--- src/rtl/rpps_map.vh ---
// register offsets, field positions, reset values and codes for the pin select block
`ifndef RPPS_MAP_VH
`define RPPS_MAP_VH

`define RPPS_NUM_PINS 26
`define RPPS_SEL_W 5
`define RPPS_ADDR_W 12
`define RPPS_DATA_W 16

// register byte addresses
`define RPPS_OFF_SPI1_IN 12'h06A8
`define RPPS_OFF_OUT_16_17 12'h06D0
`define RPPS_OFF_OUT_18_19 12'h06D2
`define RPPS_OFF_LOCK 12'h0742
`define RPPS_OFF_KEY 12'h0744

// field positions
`define RPPS_HI_LSB 8
`define RPPS_LO_LSB 0

// reset values
`define RPPS_RST_SPI1_IN 16'h1F1F
`define RPPS_RST_OUT 16'h0000
`define RPPS_IMPL_MASK 16'h1F1F

// selection codes
`define RPPS_SEL_GROUND 5'h1F
`define RPPS_SEL_MAX_PIN 5'h19
`define RPPS_FN_PORT 5'h00

// unlock keys, written in order to the key register
`define RPPS_KEY1 16'h0046
`define RPPS_KEY2 16'h0057
`endif

--- src/rtl/rpps_in_mux.v ---
// one remappable input selector: pin index to peripheral input
`timescale 1ns/100ps
`include "rpps_map.vh"
module rpps_in_mux (
	// selection
	input wire [4:0] sel,
	// pads
	input wire [25:0] pins_in,
	// peripheral side
	output reg periph_in
);
	always @* begin
		// codes above the last pin and ground code both read low
		if (sel <= `RPPS_SEL_MAX_PIN) begin
			periph_in = pins_in[sel];
		end else begin
			periph_in = 1'b0;
		end
	end
endmodule

--- src/rtl/rpps_top.v ---
// peripheral pin select: input and output routing registers with write lock
// Behaviour
// - up to 26 remappable pins, index n
// - separate input and output routing registers
// - input and output routed independently
// - input routing per peripheral, 5-bit field
// - input field n connects pin n
// - lock blocks spurious routing changes
// - spi1 clock 12:8, data 4:0, reset ones
// - 11111 ground; 0..25 select pins
// - pin17 12:8, pin16 4:0, reset zero
// - pin19 12:8, pin18 4:0, reset zero
// - pins 16-19 outputs only large variant
`timescale 1ns/100ps
`include "rpps_map.vh"
module rpps_top #(
	parameter LARGE_VARIANT = 1,
	parameter NUM_FUNCS = 32
) (
	// clock and reset
	input wire clk,
	input wire reset_n,
	// register port
	input wire [11:0] reg_addr,
	input wire [15:0] reg_wdata,
	input wire reg_wr,
	input wire reg_rd,
	output reg [15:0] reg_rdata_q,
	// pads
	input wire [25:0] pins_in,
	input wire [25:0] port_out,
	input wire [25:0] port_oe,
	output wire [25:0] pins_out,
	output wire [25:0] pins_oe,
	// peripherals
	input wire [NUM_FUNCS-1:0] func_out,
	input wire [NUM_FUNCS-1:0] func_oe,
	output wire spi1_clock_in,
	output wire spi1_data_in,
	// status
	output wire route_locked
);
	////////////////////////////////////////////////////////////////////////
	reg [4:0] spi1_clock_in_select_q;
	reg [4:0] spi1_data_in_select_q;
	reg [4:0] pin16_function_select_q;
	reg [4:0] pin17_function_select_q;
	reg [4:0] pin18_function_select_q;
	reg [4:0] pin19_function_select_q;
	reg lock_q;
	reg key_stage_q;
	wire wr_ok;
	wire out_ok;

	// writes to routing only while unlocked; unlock needs two-key sequence
	assign wr_ok = reg_wr & ~lock_q;
	assign out_ok = (LARGE_VARIANT != 0);
	assign route_locked = lock_q;

	always @(posedge clk or negedge reset_n) begin
		if (!reset_n) begin
			spi1_clock_in_select_q <= 5'h1F;
			spi1_data_in_select_q <= 5'h1F;
			pin16_function_select_q <= 5'h00;
			pin17_function_select_q <= 5'h00;
			pin18_function_select_q <= 5'h00;
			pin19_function_select_q <= 5'h00;
		end else if (wr_ok) begin
			// only the 5-bit fields store; other bits dropped
			case (reg_addr)
				`RPPS_OFF_SPI1_IN: begin
					spi1_clock_in_select_q <= reg_wdata[12:8];
					spi1_data_in_select_q <= reg_wdata[4:0];
				end
				`RPPS_OFF_OUT_16_17: begin
					if (out_ok) begin
						pin17_function_select_q <= reg_wdata[12:8];
						pin16_function_select_q <= reg_wdata[4:0];
					end
				end
				`RPPS_OFF_OUT_18_19: begin
					if (out_ok) begin
						pin19_function_select_q <= reg_wdata[12:8];
						pin18_function_select_q <= reg_wdata[4:0];
					end
				end
				default: begin
				end
			endcase
		end
	end

	////////////////////////////////////////////////////////////////////////
	// lock: write key1 then key2 to the key register to clear the lock; a lock register
	// write with bit 0 set locks at any time; any other write re-arms
	always @(posedge clk or negedge reset_n) begin
		if (!reset_n) begin
			lock_q <= 1'b0;
			key_stage_q <= 1'b0;
		end else if (reg_wr) begin
			if (reg_addr == `RPPS_OFF_KEY && reg_wdata == `RPPS_KEY1) begin
				key_stage_q <= 1'b1;
			end else if (reg_addr == `RPPS_OFF_KEY && reg_wdata == `RPPS_KEY2 && key_stage_q) begin
				key_stage_q <= 1'b0;
				lock_q <= 1'b0;
			end else if (reg_addr == `RPPS_OFF_LOCK) begin
				key_stage_q <= 1'b0;
				// setting the lock needs no key; clearing does
				if (reg_wdata[0]) begin
					lock_q <= 1'b1;
				end
			end else begin
				key_stage_q <= 1'b0;
			end
		end
	end

	////////////////////////////////////////////////////////////////////////
	// read port: data in the cycle after the strobe, zero otherwise
	always @(posedge clk or negedge reset_n) begin
		if (!reset_n) begin
			reg_rdata_q <= 16'h0000;
		end else if (reg_rd) begin
			case (reg_addr)
				`RPPS_OFF_SPI1_IN: begin
					reg_rdata_q <= {3'b000, spi1_clock_in_select_q, 3'b000,
						spi1_data_in_select_q};
				end
				`RPPS_OFF_OUT_16_17: begin
					reg_rdata_q <= out_ok ? {3'b000, pin17_function_select_q, 3'b000,
						pin16_function_select_q} : 16'h0000;
				end
				`RPPS_OFF_OUT_18_19: begin
					reg_rdata_q <= out_ok ? {3'b000, pin19_function_select_q, 3'b000,
						pin18_function_select_q} : 16'h0000;
				end
				`RPPS_OFF_LOCK: begin
					reg_rdata_q <= {15'h0000, lock_q};
				end
				default: begin
					reg_rdata_q <= 16'h0000;
				end
			endcase
		end else begin
			reg_rdata_q <= 16'h0000;
		end
	end

	////////////////////////////////////////////////////////////////////////
	// input routing; out-of-range codes fall to ground rather than aliasing
	rpps_in_mux u_sck_mux (
		.sel(spi1_clock_in_select_q),
		.pins_in(pins_in),
		.periph_in(spi1_clock_in)
	);
	rpps_in_mux u_sdi_mux (
		.sel(spi1_data_in_select_q),
		.pins_in(pins_in),
		.periph_in(spi1_data_in)
	);

	////////////////////////////////////////////////////////////////////////
	// output routing: function 0 hands the pin back to the port
	function [1:0] rpps_fn_drive;
		input [4:0] fsel;
		input port_o;
		input port_e;
		input [NUM_FUNCS-1:0] fo;
		input [NUM_FUNCS-1:0] fe;
		begin
			if (fsel == `RPPS_FN_PORT) begin
				rpps_fn_drive = {port_e, port_o};
			end else begin
				rpps_fn_drive = {fe[fsel], fo[fsel]};
			end
		end
	endfunction

	wire [4:0] out_sel [0:25];
	genvar gi;
	generate
		for (gi = 0; gi < `RPPS_NUM_PINS; gi = gi + 1) begin : g_pin
			wire [1:0] drv;
			assign out_sel[gi] = !out_ok ? 5'h00 :
				(gi == 16) ? pin16_function_select_q :
				(gi == 17) ? pin17_function_select_q :
				(gi == 18) ? pin18_function_select_q :
				(gi == 19) ? pin19_function_select_q : 5'h00;
			assign drv = rpps_fn_drive(out_sel[gi], port_out[gi], port_oe[gi],
				func_out, func_oe);
			assign pins_out[gi] = drv[0];
			assign pins_oe[gi] = drv[1];
		end
	endgenerate
endmodule

--- config.mk ---
export PLATFORM = sky130hd
export DESIGN_NAME = rpps_top
export DESIGN_NICKNAME = d
export VERILOG_FILES = /design/src/rtl/rpps_in_mux.v /design/src/rtl/rpps_top.v
export VERILOG_INCLUDE_DIRS = /design/src /design/src/rtl
export SDC_FILE = /design/constraint.sdc
export NUM_CORES = 1
export LEC_CHECK = 0
export ABC_AREA = 1
export BUFFER_PORTS_ARGS = -buffer_cell sky130_fd_sc_hd__buf_2
export CAP_MARGIN = 25
export CORE_UTILIZATION = 50
export DETAILED_ROUTE_END_ITERATION = 8
export PLACE_DENSITY = 0.87
export SLEW_MARGIN = 20
export SYNTH_ARGS = -nofsm -noshare
export SYNTH_HDL_FRONTEND = slang
export SYNTH_SLANG_ARGS = --single-unit
--- constraint.sdc ---
create_clock -name clk -period 1.7 [get_ports clk]
set_input_delay 0.255 -clock clk [delete_from_list [all_inputs] [get_ports clk]]
set_output_delay 0.255 -clock clk [all_outputs]
set_load 0.05 [all_outputs]
**Word level (Yosys, flattened, before mapping)**

Index checks and enable logic that the tools add are counted.

- $lt $le $gt $ge: 8
- Equal/unequal tests: 7
- Mux-type cells: 32
- Bitwise operators: 3
- Reductions and logical operators: 13

Operators by type and width:

| cell | number |
|---|---|
| == test 12 x 11 -> 1 bit (second input constant) | 5 |
| case mux 13 bit (4 select lines) | 1 |
| binary-select mux 1 bit (select 5 bit) | 10 |
| < comparator 5 x 6 -> 1 bit (second input constant) | 6 |
| == test 16 x 7 -> 1 bit (second input constant) | 2 |
| logical NOT 5 bit | 4 |
| 2-to-1 mux 1 bit | 16 |
| 2-to-1 mux 13 bit | 1 |
| less-or-equal comparator 5 bit (second input constant) | 2 |
| 2-to-1 mux 2 bit | 4 |
| AND reduction 2 bit | 3 |
| AND reduction 4 bit | 1 |
| nonzero test 2 bit | 2 |
| logical AND 1 bit | 3 |
| inverter 1 bit | 2 |
| AND 1 bit | 1 |

- Register bits: 48
- Input port bits: 174
- Output and inout bits: 71

**Logic depth before layout (Yosys ltp)**

- Word-level depth: 5
- Mapped depth: 11
- Mapped depth without buffers: 9

**By module**

Synthesis repeated with hierarchy kept, for this count alone.

- Cells, all modules: 1064
- Area total of the unflattened synthesis: 5790.6 µm²

Modules (own cells, without submodules):

| module | instances | cells an instance | area an instance (µm²) | sequential area each (µm²) |
|---|---|---|---|---|
| rpps_top | 1 | 922 | 5182.5 | 1063.5 |
| rpps_in_mux | 2 | 71 | 304.0 | 0.0 |

**Worst setup path after synthesis**

Ideal clock, no wire load.

- Kind: reg2out
- Start point: reg spi1_clock_in_select_q[0]
- End point: out spi1_clock_in
- Arrival time: 1923 ps
- Data required time: 1445 ps
- Path slack: -478 ps
- Cell stages (with the launch flop): 7
- Buffers on the path: 2
- Cell sequence: dfstp_2 -> buf_2 -> buf_4 -> o211ai_1 -> nand3_1 -> nand3_1 -> a22oi_1

- Cells in the longest elaborated chain, start to end: 3
- Elaborated cells between the ends (all ways): 4
- Those cells by class: order compare (1); mux (3)

Ends and longest elaborated chain:

| item | line | text |
|---|---|---|
| start, declared | rpps_top.v:44 | `reg [4:0] spi1_clock_in_select_q;` |
| start signal, assigned | rpps_top.v:72 | `spi1_clock_in_select_q <= reg_wdata[12:8];` |
| binary-select mux 1 bit (select 5 bit) | rpps_in_mux.v:15 | `periph_in = pins_in[sel];` |
| 2-to-1 mux 1 bit (not written as such) | rpps_in_mux.v:15 |  |
| 2-to-1 mux 1 bit (*) | rpps_in_mux.v:14 | `` if (sel <= `RPPS_SEL_MAX_PIN) begin `` |
| end, declared | rpps_top.v:38 | `output wire spi1_clock_in,` |

Mark *: on every way between the ends. The rest lies on a longest branch, timed or not. The select of a mux whose other input is x is not followed.

**Final worst setup path**

- Start point: reg pin19_function_select_q[0]
- End point: out pins_out[19]

- Cells in the longest elaborated chain, start to end: 3
- Elaborated cells between the ends (all ways): 4
- Those cells by class: mux (3); reduce/logical (1)

Ends and longest elaborated chain:

| item | line | text |
|---|---|---|
| start, declared | rpps_top.v:49 | `reg [4:0] pin19_function_select_q;` |
| start signal, assigned | rpps_top.v:83 | `pin19_function_select_q <= reg_wdata[12:8];` |
| binary-select mux 1 bit (select 5 bit) | rpps_top.v:174 | `rpps_fn_drive = {fe[fsel], fo[fsel]};` |
| 2-to-1 mux 1 bit (not written as such) | rpps_top.v:174 |  |
| 2-to-1 mux 2 bit (*) | rpps_top.v:171 | `` if (fsel == `RPPS_FN_PORT) begin `` |
| end, declared | rpps_top.v:33 | `output wire [25:0] pins_out,` |

Marked as above.

==> impl_results.md <==
- Internal Dissipation: 0.00169 W
- Max Clock Skew: 9.46 ps
- IO buf count: 150
- Kind of critical path: reg -> out
- Starting Density: 51.7%
- Yosys warnings: 0
- Clock buffer count from CTS: 5
- Finished Layout Cells: 1,313
- Sw Pwr: 0.000799 W
- Via-to-Cell Ratio: 6.17
- XOR/XNOR share of the synthesized area: 0%
- Period utilization: 130%
- Total grt overflow: 0
- Violated checks: design-rule violations, negative setup slack
- Clk pwr share: 32.1%
- Worst min-delay path startpoint: reg_wr
- Final HPWL DP: 16,700 um
- Max Freq: 0.452 GHz
- Row cnt: 38
- Min Clock Period, post-route: 2210 ps
- Worst-Skew Late Latency: 300 ps
- Core area: 0.0109 mm^2
- All-Layer GR Usage: 38.7%
- Die Wd: 108 um
- Critical path required time: 1440 ps
- Placed Cells: 1,286
- Nets: 1,346
- CTS clk-pin slew, worst paths: 80 ps
- Mux contribution to synthesized area: 0.178%
- Final design utilization: 69.9%
- DRC viols: 2
- Post-synthesis sequential area ratio: 18.9%
- Vias in the first global route: 7,110
- Main combinational cell family by area after synthesis: simple AND/OR/NAND/NOR gates
- # diodes: 0
- Area of the multi-input gates: 0.00392 mm^2
- Final setup margin: -514 ps
- MaxCap Viol Count: 0
- WP data arrival: 1960 ps
- Lkg Pwr: 3.75 nW
- Pwr/cell area: 328 mW/mm^2
- VDD IR max: 0.000280 V
- Cell Area, Placed: 0.00666 mm^2
- Asr flop ratio synth: 100%
- Final Hold Viols: 0
- First-pass GRT wire length: 35,100 um
- Final setup fails: 10
- Setup crit start: pin19_function_select_q[0]
- Number of DRC markers in iteration 0: 1,617
- Final slew viol count: 0
- Worst-path fanout max: 12
- H-tree levels: 2
- CP Launch Type: register
- Share of power burned in registers: 40.1%
- Reg-to-reg startpoint: pin16_function_select_q[0]
- Prevailing post-synth register cell: dfrtp_1
- Largest net degree at the start of global routing: 36
- RSZ-0062 raised after global routing: yes
- Vias: 8,095
- Design Area, Final: 0.00761 mm^2
- Switch share: 32.0%
- Clock tree buffer depth: 2
- Hold slack: 254 ps
- TritonCTS Sinks: 42
- Routed wire length: 23,800 um
- CP endpoint kind: primary output
- R2R Setup Slk: 250 ps
- GP Congestion: 1.08
- Fillers: 875
- Avg Cell Area, Syn: 5.56 um^2
- Die ar.: 0.0117 mm^2
- Post-synthesis adder-cell area fraction: 0%
- Outcome: complete, but fails checks
- Post-synth EDFFs: 0
- Synth Register Bits: 42
- Register Area: 0.00107 mm^2
- Post-route ant nets: 0
- TritonRoute pass-1 iters: 9
- Root buffer cell: clkbuf_8
- CTS tree: yes
- # IOs: 245
- Die height: 108 um
- Share of layout cells above drive strength 1: 34.0%
- Synth Area in Compound Gates: 10.9%
- Worst hold path type: in -> reg
- Synth-to-Final Area Change: 35.0%
- Routed wire per std cell: 18.2 um
- Synth cell types: 35
- Initial antenna violation count: 0
- Simple-Gate Fraction of Synth Area: 50.9%
- Combinational fraction of design power: 27.9%
- Gate Count Post-Synth: 1,014
- Synth Cell Area: 0.00563 mm^2
==> stage by stage <==
step	setup TNS (ps)	power, W	setup WS (ps)
floorplan	-95.6	0.00161	-95.6
global placement	-979	0.00162	-142
detailed placement	-1010	0.00163	-155
CTS	-3230	0.00243	-362
global route	-4720	0.00258	-538
finish	-4100	0.00249	-514
==> critical path: stages (launching register included) <==
cell and delay [ps]:
dfrtp_2 450, clkinv_4 150, buf_8 180, nand2_1 90, nand3_1 110, nand3_1 130, nand3_1 120, nand3_2 80
nand3_2 90, nand2_1 90, buf_6 150
==> final timing paths <==
path,endpoint,cells past startpoint
max in group asynchronous,pin18_function_select_q[0],3
min in group asynchronous,pin18_function_select_q[3],2
worst min-delay path,key_stage_q,4
worst max-delay path,pins_out[19],10
worst min register to register,spi1_data_in_select_q[1],2
worst max register to register,reg_rdata_q[0],8
==> state kept, by name, summed over array words and instances (netlist names) <==
name and flops:
reg_rdata_q 10, pin17_function_select_q 5, key_stage_q 1, route_locked 1
spi1_data_in_select_q 5, pin16_function_select_q 5, pin19_function_select_q 5, spi1_clock_in_select_q 5
pin18_function_select_q 5
==> kinds of logic (layout without fill, tap and decap cells) <==
| group | count (synthesis) | in the layout |
|---|---|---|
| multiplexers | 1 | 1 |
| AND/OR/NAND/NOR | 662 | 662 |
| flip-flops | 42 | 42 |
| buffers and inverters | 200 | 354 |
| AO/OA/AOI/OAI | 108 | 108 |
| other | 1 | 6 |
==> power groups by stage <==
stage                     clock network [W]  registers (W)  logic, W
after floorplan                           0        0.00102  0.000591
after global placement                    0        0.00102  0.000603
after detailed placement                  0        0.00102  0.000608
after CTS                          0.000787       0.000999  0.000639
after global routing               0.000835        0.00100  0.000745
final                              0.000800       0.000999  0.000695
==> cell usage after synthesis, drive strengths merged (6+ instances only) <==
cell type  instances  area (um^2)
inv               89          337
clkbuf             6         22.5
o21ai             60          300
dfrtp             32          801
nand3            228         1140
nor2              73          297
dfstp             10          263
o211ai            12         90.1
buf              102          707
nand4             10         77.6
a21oi             22          114
o22ai             11         87.6
nand2            346         1320
==> routing by layer <==
metal	vias up	routed length (um)	GRT usage [%]
met5	-	0	0
met4	0	1740	23.1
met3	197	3550	9.10
met2	764	10200	60.5
met1	3574	8310	48.5
li1	3560	-	-
==> cell usage in the layout, fill, tap and decap left out, types with 2 or more instances in the layout <==
| cell type | synthesis | layout |
|---|---|---|
| inv_4 | 1 | 3 |
| dfrtp_1 | 32 | 28 |
| o22ai_1 | 8 | 8 |
| buf_16 | 0 | 2 |
| buf_12 | 0 | 17 |
| conb_1 | 1 | 6 |
| buf_4 | 71 | 71 |
| clkbuf_16 | 0 | 2 |
| buf_8 | 0 | 9 |
| clkbuf_1 | 6 | 2 |
| a21oi_2 | 1 | 10 |
| inv_2 | 12 | 6 |
| nor2_2 | 3 | 7 |
| o211ai_1 | 12 | 12 |
| buf_6 | 3 | 12 |
| a21oi_1 | 21 | 12 |
| clkinv_1 | 3 | 2 |
| inv_1 | 76 | 76 |
| nor2_4 | 2 | 4 |
| o22ai_2 | 3 | 3 |
| nand4_1 | 9 | 9 |
| o21ai_0 | 21 | 13 |
| nor2_1 | 68 | 62 |
| buf_2 | 28 | 140 |
| nand2_1 | 341 | 317 |
| nor3_1 | 2 | 2 |
| dfrtp_2 | 0 | 4 |
| nand3_2 | 0 | 55 |
| nand2_2 | 4 | 28 |
| nand3_1 | 228 | 173 |
| o21ai_1 | 39 | 46 |
| dfstp_2 | 10 | 10 |
| clkinv_4 | 0 | 3 |
| clkbuf_8 | 0 | 5 |
==> layout make-up <==
cell class | count | area share [%]
clock buffer | 7 | 1.00
timing repair buffer | 254 | 25.8
multi-input combinational | 777 | 51.6
inverter | 92 | 4.92
clock inverter | 1 | 0.395
tap | 140 | 2.30
sequential | 42 | 14.0
==> timing repair <==
item,4_1_cts,5_1_grt
gates resized for setup,70,96
hold endpoints to repair,11,0
hold buffers,1,0
cloned,4,2
setup endpoints to repair,10,10
buffers inserted,7,8
pin swaps,16,37
No activity file was read; power rests on OpenSTA's default activity.
